--- config.mk ---
export PLATFORM = sky130hd
export DESIGN_NAME = shr_config_regs
export DESIGN_NICKNAME = d
export VERILOG_FILES = /design/src/design/shr_pkg.sv /design/src/design/shr_config_regs.sv
export SDC_FILE = /design/constraint.sdc
export NUM_CORES = 1
export LEC_CHECK = 0
export ABC_AREA = 1
export CAP_MARGIN = 15
export CORE_UTILIZATION = 43
export CTS_CLUSTER_DIAMETER = 80
export DETAILED_ROUTE_END_ITERATION = 7
export DONT_BUFFER_PORTS = 1
export HOLD_SLACK_MARGIN = 0.15
export SLEW_MARGIN = 20
export SYNTH_ARGS = -nofsm -noshare
export SYNTH_HDL_FRONTEND = slang
export SYNTH_SLANG_ARGS = --single-unit
--- constraint.sdc ---
create_clock -name core_clk -period 10.64 [get_ports core_clk]
set_input_delay 3.192 -clock core_clk [delete_from_list [all_inputs] [get_ports core_clk]]
set_output_delay 3.192 -clock core_clk [all_outputs]
set_load 0.01 [all_outputs]
--- src/design/shr_pkg.sv ---
// Constants and state type for the sensor configuration register bank.
// Assumes a byte-wide register port driven by the serial interface logic.
package shr_pkg;

    // Register offsets
    localparam logic [7:0] ANT1_DEEP_OFS  = 8'h63;
    localparam logic [7:0] ANT2_PROX_OFS  = 8'h81;
    localparam logic [7:0] ANT2_TOUCH_OFS = 8'h82;
    localparam logic [7:0] ANT2_DEEP_OFS  = 8'h83;
    localparam logic [7:0] MAG0_OFS       = 8'h90;
    localparam logic [7:0] MAG1_OFS       = 8'h91;
    localparam logic [7:0] COMP_LO_OFS    = 8'h92;
    localparam logic [7:0] MULT_OFS       = 8'h93;

    // Values after reset
    localparam logic [7:0] MAG0_RST       = 8'h03;
    localparam logic [7:0] MAG1_RST       = 8'h50;
    localparam logic [7:0] THR_RST        = 8'h00;
    localparam logic [7:0] COMP_RST       = 8'h00;
    localparam logic [7:0] UNMAPPED_READ  = 8'h00;

    // Field positions and masks
    localparam int CHG_SEL_LSB  = 4;
    localparam int MODE_LSB     = 0;
    localparam int BASE_LSB     = 6;
    localparam int TARGET_LSB   = 0;
    localparam int COMP_HI_LSB  = 6;
    localparam int COARSE_LSB   = 4;
    localparam int FINE_LSB     = 0;
    localparam logic [7:0] MAG0_WMASK = 8'h33;

    // Scaling
    localparam int LTA_SHIFT    = 8;
    localparam int DEEP2_SHIFT  = 2;
    localparam int TARGET_SHIFT = 5;

    // Tuning base values
    localparam logic [7:0] BASE_0 = 8'h4B;
    localparam logic [7:0] BASE_1 = 8'h64;
    localparam logic [7:0] BASE_2 = 8'h96;
    localparam logic [7:0] BASE_3 = 8'hC8;

    // Automatic tuning modes
    localparam logic [1:0] TUNE_OFF  = 2'b00;
    localparam logic [1:0] TUNE_PART = 2'b01;
    localparam logic [1:0] TUNE_SEMI = 2'b10;
    localparam logic [1:0] TUNE_FULL = 2'b11;

    typedef struct packed {
        logic [7:0] ant1_deep;
        logic [7:0] ant2_prox;
        logic [7:0] ant2_touch;
        logic [7:0] ant2_deep;
        logic [7:0] mag0;
        logic [7:0] mag1;
        logic [7:0] comp_lo;
        logic [7:0] mult;
        logic [7:0] rdata;
        logic       rvalid;
        logic [3:0] div_cnt;
        logic       charge_tick;
    } shr_state_t;

endpackage

--- src/design/shr_config_regs.sv ---
// Configuration register bank for the SAR and magnetic sensing channels.
// Assumes a synchronous byte-wide register port from the serial interface
// and a tuning engine that offers results through the tune_* inputs.
//
// Behaviour
// - Antenna 1 deep threshold is register times long-term average / 256.
// - Antenna 2 proximity threshold is the register value, 0 to 255.
// - Antenna 2 touch threshold is the register value, unscaled, 0 to 255.
// - Antenna 2 deep-touch threshold is register value times four, 0 to 1020.
// - Charge divider select bits 5-4 divide by 2, 4, 8 or 16.
// - Tuning mode bits 1-0: off, partial, semi-partial, full.
// - Partial fixes all multipliers; semi-partial fixes only coarse.
// - Tuning base select bits 7-6 give 75, 100, 150 or 200.
// - Tuning target is the 6-bit field times 32.
// - Compensation is ten bits: low byte plus multiplier register bits 7-6.
// - Coarse multiplier from bits 5-4, fine multiplier from bits 3-0.
`timescale 1ns/1ps

module shr_config_regs (
    input  wire logic        core_clk,        // 250 MHz clock
    input  wire logic        sys_rst,         // Async reset, active high
    input  wire logic [7:0]  reg_addr,        // Register offset
    input  wire logic [7:0]  reg_wdata,       // Write data
    input  wire logic        reg_we,          // Write strobe
    input  wire logic        reg_re,          // Read strobe
    output logic      [7:0]  reg_rdata,       // Read data, registered
    output logic             reg_rvalid,      // Read data valid pulse
    input  wire logic [15:0] long_term_average, // Antenna 1 baseline
    input  wire logic        tune_upd,        // Tuner result strobe
    input  wire logic [9:0]  tune_comp,       // Tuned compensation
    input  wire logic [1:0]  tune_coarse,     // Tuned coarse multiplier
    input  wire logic [3:0]  tune_fine,       // Tuned fine multiplier
    output logic      [15:0] ant1_deep_thr,   // Antenna 1 deep threshold
    output logic      [7:0]  ant2_prox_thr,   // Antenna 2 prox threshold
    output logic      [7:0]  ant2_touch_thr,  // Antenna 2 touch threshold
    output logic      [9:0]  ant2_deep_thr,   // Antenna 2 deep threshold
    output logic      [1:0]  charge_divider_sel, // Divider code
    output logic             charge_tick,     // Charge frequency pulse
    output logic      [1:0]  auto_tune_mode,  // Tuning mode code
    output logic             tune_enable,     // Tuning active
    output logic             coarse_fixed,    // Coarse multiplier frozen
    output logic             fine_fixed,      // Fine multiplier frozen
    output logic      [7:0]  tune_base,       // Tuning base value
    output logic      [10:0] tune_target,     // Tuning target value
    output logic      [9:0]  mag_comp,        // Compensation value
    output logic      [1:0]  mag_coarse,      // Coarse multiplier
    output logic      [3:0]  mag_fine         // Fine multiplier
);

    shr_pkg::shr_state_t st_r;
    shr_pkg::shr_state_t st_nxt;

    logic [1:0] mode_w;
    logic [1:0] sel_w;
    logic [3:0] div_term;
    logic [23:0] ant1_prod;

    assign mode_w = st_r.mag0[shr_pkg::MODE_LSB +: 2];
    assign sel_w  = st_r.mag0[shr_pkg::CHG_SEL_LSB +: 2];

    // Divider terminal count: ratio 2, 4, 8, 16 minus one
    always_comb begin
        case (sel_w)
            2'b00:   div_term = 4'h1;
            2'b01:   div_term = 4'h3;
            2'b10:   div_term = 4'h7;
            default: div_term = 4'hF;
        endcase
    end

    // Next state: host access, tuner writeback, charge divider
    always_comb begin
        st_nxt        = st_r;
        st_nxt.rvalid = reg_re;
        // Tuner results land only in fields the mode leaves free
        if (tune_upd && (mode_w != shr_pkg::TUNE_OFF)) begin
            st_nxt.comp_lo = tune_comp[7:0];
            st_nxt.mult[shr_pkg::COMP_HI_LSB +: 2] = tune_comp[9:8];
            if (mode_w == shr_pkg::TUNE_FULL) begin
                st_nxt.mult[shr_pkg::COARSE_LSB +: 2] = tune_coarse;
            end
            if (mode_w != shr_pkg::TUNE_PART) begin
                st_nxt.mult[shr_pkg::FINE_LSB +: 4] = tune_fine;
            end
        end
        // Host write takes priority over a tuner result
        if (reg_we) begin
            case (reg_addr)
                shr_pkg::ANT1_DEEP_OFS:  st_nxt.ant1_deep  = reg_wdata;
                shr_pkg::ANT2_PROX_OFS:  st_nxt.ant2_prox  = reg_wdata;
                shr_pkg::ANT2_TOUCH_OFS: st_nxt.ant2_touch = reg_wdata;
                shr_pkg::ANT2_DEEP_OFS:  st_nxt.ant2_deep  = reg_wdata;
                shr_pkg::MAG0_OFS:
                    st_nxt.mag0 = reg_wdata & shr_pkg::MAG0_WMASK;
                shr_pkg::MAG1_OFS:       st_nxt.mag1       = reg_wdata;
                shr_pkg::COMP_LO_OFS:    st_nxt.comp_lo    = reg_wdata;
                shr_pkg::MULT_OFS:       st_nxt.mult       = reg_wdata;
                default: ;
            endcase
        end
        // Read data captured from current contents
        if (reg_re) begin
            case (reg_addr)
                shr_pkg::ANT1_DEEP_OFS:  st_nxt.rdata = st_r.ant1_deep;
                shr_pkg::ANT2_PROX_OFS:  st_nxt.rdata = st_r.ant2_prox;
                shr_pkg::ANT2_TOUCH_OFS: st_nxt.rdata = st_r.ant2_touch;
                shr_pkg::ANT2_DEEP_OFS:  st_nxt.rdata = st_r.ant2_deep;
                shr_pkg::MAG0_OFS:       st_nxt.rdata = st_r.mag0;
                shr_pkg::MAG1_OFS:       st_nxt.rdata = st_r.mag1;
                shr_pkg::COMP_LO_OFS:    st_nxt.rdata = st_r.comp_lo;
                shr_pkg::MULT_OFS:       st_nxt.rdata = st_r.mult;
                default: st_nxt.rdata = shr_pkg::UNMAPPED_READ;
            endcase
        end
        // Charge frequency divider
        if (st_r.div_cnt >= div_term) begin
            st_nxt.div_cnt     = 4'h0;
            st_nxt.charge_tick = 1'b1;
        end else begin
            st_nxt.div_cnt     = st_r.div_cnt + 4'h1;
            st_nxt.charge_tick = 1'b0;
        end
    end

    // State register
    always_ff @(posedge core_clk or posedge sys_rst) begin
        if (sys_rst) begin
            st_r.ant1_deep   <= shr_pkg::THR_RST;
            st_r.ant2_prox   <= shr_pkg::THR_RST;
            st_r.ant2_touch  <= shr_pkg::THR_RST;
            st_r.ant2_deep   <= shr_pkg::THR_RST;
            st_r.mag0        <= shr_pkg::MAG0_RST;
            st_r.mag1        <= shr_pkg::MAG1_RST;
            st_r.comp_lo     <= shr_pkg::COMP_RST;
            st_r.mult        <= shr_pkg::COMP_RST;
            st_r.rdata       <= shr_pkg::UNMAPPED_READ;
            st_r.rvalid      <= 1'b0;
            st_r.div_cnt     <= 4'h0;
            st_r.charge_tick <= 1'b0;
        end else begin
            st_r <= st_nxt;
        end
    end

    // Threshold outputs
    assign ant1_prod      = st_r.ant1_deep * long_term_average;
    assign ant1_deep_thr  = ant1_prod[shr_pkg::LTA_SHIFT +: 16];
    assign ant2_prox_thr  = st_r.ant2_prox;
    assign ant2_touch_thr = st_r.ant2_touch;
    assign ant2_deep_thr  = {st_r.ant2_deep, 2'b00};

    // Magnetic channel settings
    assign charge_divider_sel = sel_w;
    assign charge_tick        = st_r.charge_tick;
    assign auto_tune_mode     = mode_w;
    assign tune_enable        = (mode_w != shr_pkg::TUNE_OFF);
    assign coarse_fixed       = (mode_w == shr_pkg::TUNE_PART) ||
                                (mode_w == shr_pkg::TUNE_SEMI);
    assign fine_fixed         = (mode_w == shr_pkg::TUNE_PART);
    assign tune_target = {st_r.mag1[shr_pkg::TARGET_LSB +: 6],
                          5'h00};
    assign mag_comp    = {st_r.mult[shr_pkg::COMP_HI_LSB +: 2],
                          st_r.comp_lo};
    assign mag_coarse  = st_r.mult[shr_pkg::COARSE_LSB +: 2];
    assign mag_fine    = st_r.mult[shr_pkg::FINE_LSB +: 4];
    assign reg_rdata   = st_r.rdata;
    assign reg_rvalid  = st_r.rvalid;

    // Tuning base lookup
    always_comb begin
        case (st_r.mag1[shr_pkg::BASE_LSB +: 2])
            2'b00:   tune_base = shr_pkg::BASE_0;
            2'b01:   tune_base = shr_pkg::BASE_1;
            2'b10:   tune_base = shr_pkg::BASE_2;
            default: tune_base = shr_pkg::BASE_3;
        endcase
    end
endmodule

==> results.tsv, run 1 <==
metric	value	unit
outcome	complete, no violations	
regToRegSetupSlack	8630	ps
post_cts_resized	0	
ant_nets	0	
clk_latency	330	ps
ys_seq_area_share	21.7	%
rsz0062_at_grt	no	
route.detailed.drc	0	
htreeDepth	3	
tns	0	ps
switching_share	53.4	%
final_nets	1275	
vias_per_cell	4.89	
fp-row-count	51	
via_count	6631	
synth_warnings	0	
die_area	0.0205	sq mm
power_frac_comb	67.3	%
final.setup.worst_slack	453	ps
final_core_util	43.8	%
grt-ovfl-total	0	
pwr-share-seq	18.4	%
grt_max_degree	75	
leakagePower	0.00488	uW
cts_hold_repair.buffers	0	
reg2reg_from	auto_tune_mode[0]	
critPathMaxFanout	8	
synthCells	1173	
hold_start	st_r[1]	
wl	21100	um
drive_above_1_share	3.76	%
reg2reg_to	mag_comp[7]	
worstSetupPathType	input port to primary output	
grt_pass1_vias	6609	
synth_seq_cells	74	
power_per_cell_area	256	mW/mm^2
clk_path_buf_depth	2	
required	7450	ps
finalSetupViolCount	0	
hpwl	16900	um
placed_area	0.00825	sq mm
io_buffers	0	
die_h	143	um
initial_core_util	43.9	%
cts_tree	done	
finalPower	2190	uW
gp_congestion	0.900	
slew_viol_final	0	
relSlewSlack	36.6	%
wl_per_cell	15.6	um
clockRootBuffer	clkbuf_16	
holdCritPathClass	flop to flop	
design.core.area	0.0195	sq mm
drv_cap	0	
final_hold_viol_count	0	
period_share	95.7	%
cp_data_arrival_time	7000	ps
post-cts-setup-buffer-count	0	
vdd_drop_max	0.000176	V
drt_iter0_drc	368	
syn_area	0.00857	sq mm
tightest_slew	952	ps
yosys.area.top_type	dfrtp_1	
grt_usage	21.7	%
num_antenna_cells	0	
clkTransAtPathRegs	60	ps
r2r_cells	8	
min_period	10190	ps
synth_area_leaders	dfrtp_1 (20%), fa_1 (19%), nand2_1 (14%)	
crit_end	ant1_deep_thr[15]	
clockPowerShare	14.3	%
boundaryPins	147	
p_int	1020	uW
post_synth_num_cell_types	37	
area_growth	-0.219	%
finClkSkew	5.74	ps
clkSinkCount	74	
endpoint_kind	primary output	
fp.dieW	143	um
drt_pre_antenna_iters	5	
synth_top_area_share	20.4	%
syn_area_per_cell	7.31	sq um
critPathLaunch	long_term_average[10]	
grt_pass1_wl	34300	um
start_kind	input port	
dp_slack	458	ps
max_freq	98.2	MHz
switchingPower	1170	uW
numCtsBuffers	9	
antenna_found_initial	0	
final_area	0.00856	sq mm
## layout make-up
type	instances	area, sq um
fillers	2039	11000
multi-input cells	730	5040
flip-flops and latches	74	1860
inverters	269	1010
well taps	265	332
clock buffers	11	243
clock inverters	5	62.6
repair buffers	1	7.51
## per-layer routing
metal | global-route usage (%) | wire length, um | vias up
li1 | - | - | 3251
met1 | 28.5 | 9500 | 3188
met2 | 36.5 | 9930 | 175
met3 | 4.83 | 1450 | 17
met4 | 4.54 | 219 | 0
met5 | 0 | 0 | -
## kinds of logic after synthesis
| group | after synthesis | share of synthesized area (%) |
|---|---|---|
| AO/OA/AOI/OAI | 146 | 9.57 |
| XOR/XNOR | 14 | 1.43 |
| adder cells (fa/ha/maj) | 137 | 27.3 |
| buffers and inverters | 375 | 19.8 |
| flip-flops | 74 | 21.7 |
| other | 1 | 0.0437 |
| AND/OR/NAND/NOR | 426 | 20.3 |
## worst min path at each step
stage	end	slack [ps]	cells after the start
floorplan	reg_rdata[0]	450	2
global placement	st_r[1]	490	1
detailed placement	st_r[1]	490	1
CTS	st_r[1]	500	1
global route	st_r[1]	510	1
finish	st_r[1]	490	1
## critical path, stage by stage
cell and delay [ps]:
nand2_1 30, inv_1 70, fa_1 540, inv_1 60, fa_1 530, inv_1 50
fa_1 520, inv_1 50, fa_1 520, inv_1 40, ha_1 360, nand2_1 130
nor2_1 160, inv_1 80, nor4_1 270, nand3_1 140, nand2_1 90, nand2_1 50
nand2_1 100
## flip-flops by register name (all words and copies together), names as in the netlist
register / cells
st_r: 14
mag_comp: 10
ant2_deep_thr: 8
ant2_prox_thr: 8
ant2_touch_thr: 8
reg_rdata: 8
tune_target: 6
mag_fine: 4
auto_tune_mode: 2
charge_divider_sel: 2
mag_coarse: 2
charge_tick: 1
reg_rvalid: 1
## metrics by stage
step                      hold WS, ps  std cells
after global routing              515       1355
after floorplan                   450       1179
after global placement            486       1339
final                             492       1355
after CTS                         496       1355
after detailed placement          488       1339
## power groups by stage
stage                     registers [uW]  logic [uW]  clock network, uW
after floorplan                      354        1250                  0
after detailed placement             408        1470                  0
final                                403        1480                313
after global routing                 408        1700                329
after CTS                            404        1480                316
after global placement               408        1480                  0
## synth_stat cells
| library cell | count |
|---|---|
| nor2_1 | 55 |
| clkbuf_2 | 2 |
| nor4_1 | 3 |
| nor3_1 | 6 |
| nand2_2 | 1 |
| o22ai_1 | 6 |
| xnor2_1 | 6 |
| o21ai_2 | 9 |
| fa_1 | 83 |
| inv_2 | 2 |
| dfstp_2 | 4 |
| nand2_1 | 317 |
| buf_6 | 4 |
| nand4_1 | 8 |
| clkbuf_1 | 30 |
| and2_1 | 1 |
| o21bai_1 | 4 |
| a21o_1 | 2 |
| nor4_4 | 1 |
| nor3_4 | 1 |
| o21ai_0 | 86 |
| o21a_1 | 11 |
| nor2_4 | 3 |
| a21oi_1 | 23 |
| buf_4 | 67 |
| o21ai_1 | 1 |
| ha_1 | 54 |
| xor2_1 | 8 |
| conb_1 | 1 |
| a31oi_1 | 3 |
| inv_1 | 267 |
| a211oi_1 | 1 |
| nand2_4 | 1 |
| or2_2 | 2 |
| nand3_1 | 27 |
| dfrtp_1 | 70 |
| buf_2 | 3 |
## placed cells by master, fill, tap and decap left out, drive strengths merged
cell type  instances
fa                83
and2               1
a31oi              3
nand3             27
xnor2              6
o21bai             4
xor2               8
a21oi             23
buf                1
nand4              8
nor2              58
o22ai              6
nand2            319
clkinv             1
dfrtp             70
conb               7
nor4               4
o21ai             96
or2                2
inv              270
o21a              11
clkbuf            11
dfstp              4
clkinvlp           2
nor3               7
bufinv             1
a211oi             1
ha                54
a21o               2
(Power assumes the default switching activity.)
==> inputs of run 2 (changes only) <==
--- a/config.mk
+++ b/config.mk
@@ -7,11 +7,14 @@
 export LEC_CHECK = 0
 export ABC_AREA = 1
 export CAP_MARGIN = 15
-export CORE_UTILIZATION = 43
+export CELL_PAD_IN_SITES_DETAIL_PLACEMENT = 0
+export CELL_PAD_IN_SITES_GLOBAL_PLACEMENT = 2
+export CORE_UTILIZATION = 37
 export CTS_CLUSTER_DIAMETER = 80
 export DETAILED_ROUTE_END_ITERATION = 7
 export DONT_BUFFER_PORTS = 1
 export HOLD_SLACK_MARGIN = 0.15
+export PLACE_DENSITY_LB_ADDON = 0.1
 export SLEW_MARGIN = 20
 export SYNTH_ARGS = -nofsm -noshare
 export SYNTH_HDL_FRONTEND = slang
==> results.tsv, run 2 (synthesis gave the netlist of run 1 again) <==
metric	value	unit	change
final_common_cell	nand2_1		
endpoint_kind	primary output		
initial_core_util	37.8	%	-6.2 points
cts_hold_repair.buffers	0		unchanged
numCtsBuffers	9		unchanged
cp_slowest_stage_delay	530	ps	about the same
clk_path_buf_depth	2		unchanged
cp_common_cell	inv_1		
gp_congestion	0.816		-9.3%
num_antenna_cells	0		unchanged
final_cell_mix	nand2_1 (317), inv_1 (266), o21ai_0 (86)		
worstSetupPathType	input port to primary output		
leakagePower	0.00488	uW	about the same
finClkSkew	6.45	ps	+0.714 ps
grt-ovfl-total	0		unchanged
post_cts_resized	0		unchanged
period_share	96.3	%	+0.60 points
cp_cell_sequence	nand2_1, inv_1, fa_1, inv_1, fa_1, inv_1, fa_1, inv_1, fa_1, inv_1, ha_1, nand2_1, nor4_1, nand4_1, nand3_1, nand2_1, nand2_1		
drv_cap	0		unchanged
die_h	154	um	+7.7%
finalSetupViolCount	0		unchanged
antenna_found_initial	0		unchanged
critPathMaxFanout	8		unchanged
drt_iter0_drc	336		-8.7%
fp.dieW	154	um	+7.7%
required	7450	ps	about the same
min_period	10250	ps	+63.9 ps
r2r_cells	9		+1
io_buffers	0		unchanged
relSlewSlack	49.9	%	+13 points
final_nets	1275		unchanged
outcome	complete, no violations		
vias_per_cell	4.69		-4.3%
boundaryPins	147		unchanged
largest_register_ffs	14		unchanged
grt_max_degree	75		unchanged
grt_usage	20.1	%	-1.6 points
post-cts-setup-buffer-count	0		unchanged
grt_pass1_vias	6709		+1.5%
clockRootBuffer	clkbuf_16		
place_inst	1359		+1.5%
die_area	0.0238	sq mm	+16%
htreeDepth	3		unchanged
largest_register	st_r		
area_growth	-0.131	%	about the same
max_freq	97.5	MHz	-0.62%
wl_per_cell	16.5	um	+5.9%
tns	0	ps	unchanged
power_per_cell_area	253	mW/mm^2	-1.4%
nFillCells	2487		+22%
drt_pre_antenna_iters	4		-1
via_count	6442		-2.9%
hold_start	st_r[1]		
start_kind	input port		
reg2reg_from	auto_tune_mode[0]		
clk_latency	340	ps	about the same
vdd_drop_max	0.000127	V	-28%
slew_viol_final	0		unchanged
holdCritPathClass	flop to flop		
grt_pass1_wl	37000	um	+7.8%
rsz0062_at_grt	no		
hpwl	18500	um	+9.4%
cts_tree	done		
drive_above_1_share	3.76	%	unchanged
cp_data_arrival_time	7060	ps	+60 ps
clkSinkCount	74		unchanged
clkTransAtPathRegs	60	ps	about the same
wl	22700	um	+7.4%
route.detailed.drc	0		unchanged
design.core.area	0.0227	sq mm	+16%
final_hold_viol_count	0		unchanged
tightest_slew	751	ps	-200 ps
regToRegSetupSlack	8590	ps	-40 ps
reg2reg_to	mag_comp[2]		
ant_nets	0		unchanged
fp-row-count	55		+7.8%
final_cell_count_no_fill	1375		+1.5%
worst_path_max_delay_cell	fa_1		
hold_path_depth	1		unchanged
hold_end	st_r[1]		
==> run 2: changes by cell type in the layout (fill, tap and decap cells not counted), sizes merged <==
cell | previous run | this run
bufinv | 1 | 0
clkbuf | 11 | 12
clkinv | 1 | 3
clkinvlp | 2 | 1
inv | 270 | 269
==> run 2: where the power goes <==
part           total, uW  internal, uW  leakage (uW)  switching, uW
combinational       1470           505       0.00383            967
clock                290           171      0.000139            120
sequential           401           328      0.000902           73.0
==> run 2: critical path, delay by kind of cell <==
kind	cells	cell delay, ps
buffers and inverters	5	270
adder cells (fa/ha/maj)	5	2460
AND/OR/NAND/NOR	7	1130
==> run 2: final cells by class <==
type / instances / area (sq um) / area share, %
multi-input cells: 730 / 5040 / 58.9
flip-flops and latches: 74 / 1860 / 21.7
inverters: 269 / 1010 / 11.8
well taps: 285 / 357 / 4.16
clock buffers: 12 / 256 / 3.00
clock inverters: 4 / 26.3 / 0.307
repair buffers: 1 / 11.3 / 0.132
==> run 2: worst max path at each step <==
stage | end | from | slack, ps
floorplan | ant1_deep_thr[15] | long_term_average[10] | 570
global placement | ant1_deep_thr[13] | long_term_average[10] | 390
detailed placement | ant1_deep_thr[13] | long_term_average[10] | 370
CTS | ant1_deep_thr[13] | long_term_average[10] | 360
global route | ant1_deep_thr[13] | long_term_average[10] | 140
finish | ant1_deep_thr[13] | long_term_average[10] | 390
==> run 2: stage by stage <==
stage | setup slack (ps) | instance area (sq um) | power (uW) | hold WS, ps | util, %
after floorplan | 568 | 8600 | 1610 | 450 | -
after global placement | 386 | 8280 | 1910 | 490 | 36.4
after detailed placement | 367 | 8280 | 1900 | 496 | 36.4
after CTS | 360 | 8560 | 2200 | 504 | 37.7
after global routing | 137 | 8560 | 2430 | 530 | 37.7
final | 389 | 8560 | 2160 | 491 | 37.7
==> run 2: per-layer routing <==
metal	wire, um	global-route usage [%]	vias to the layer above
met5	0	0	-
met4	250	3.90	0
met3	1160	4.23	16
met2	11600	37.2	119
met1	9690	23.8	3055
li1	-	-	3252
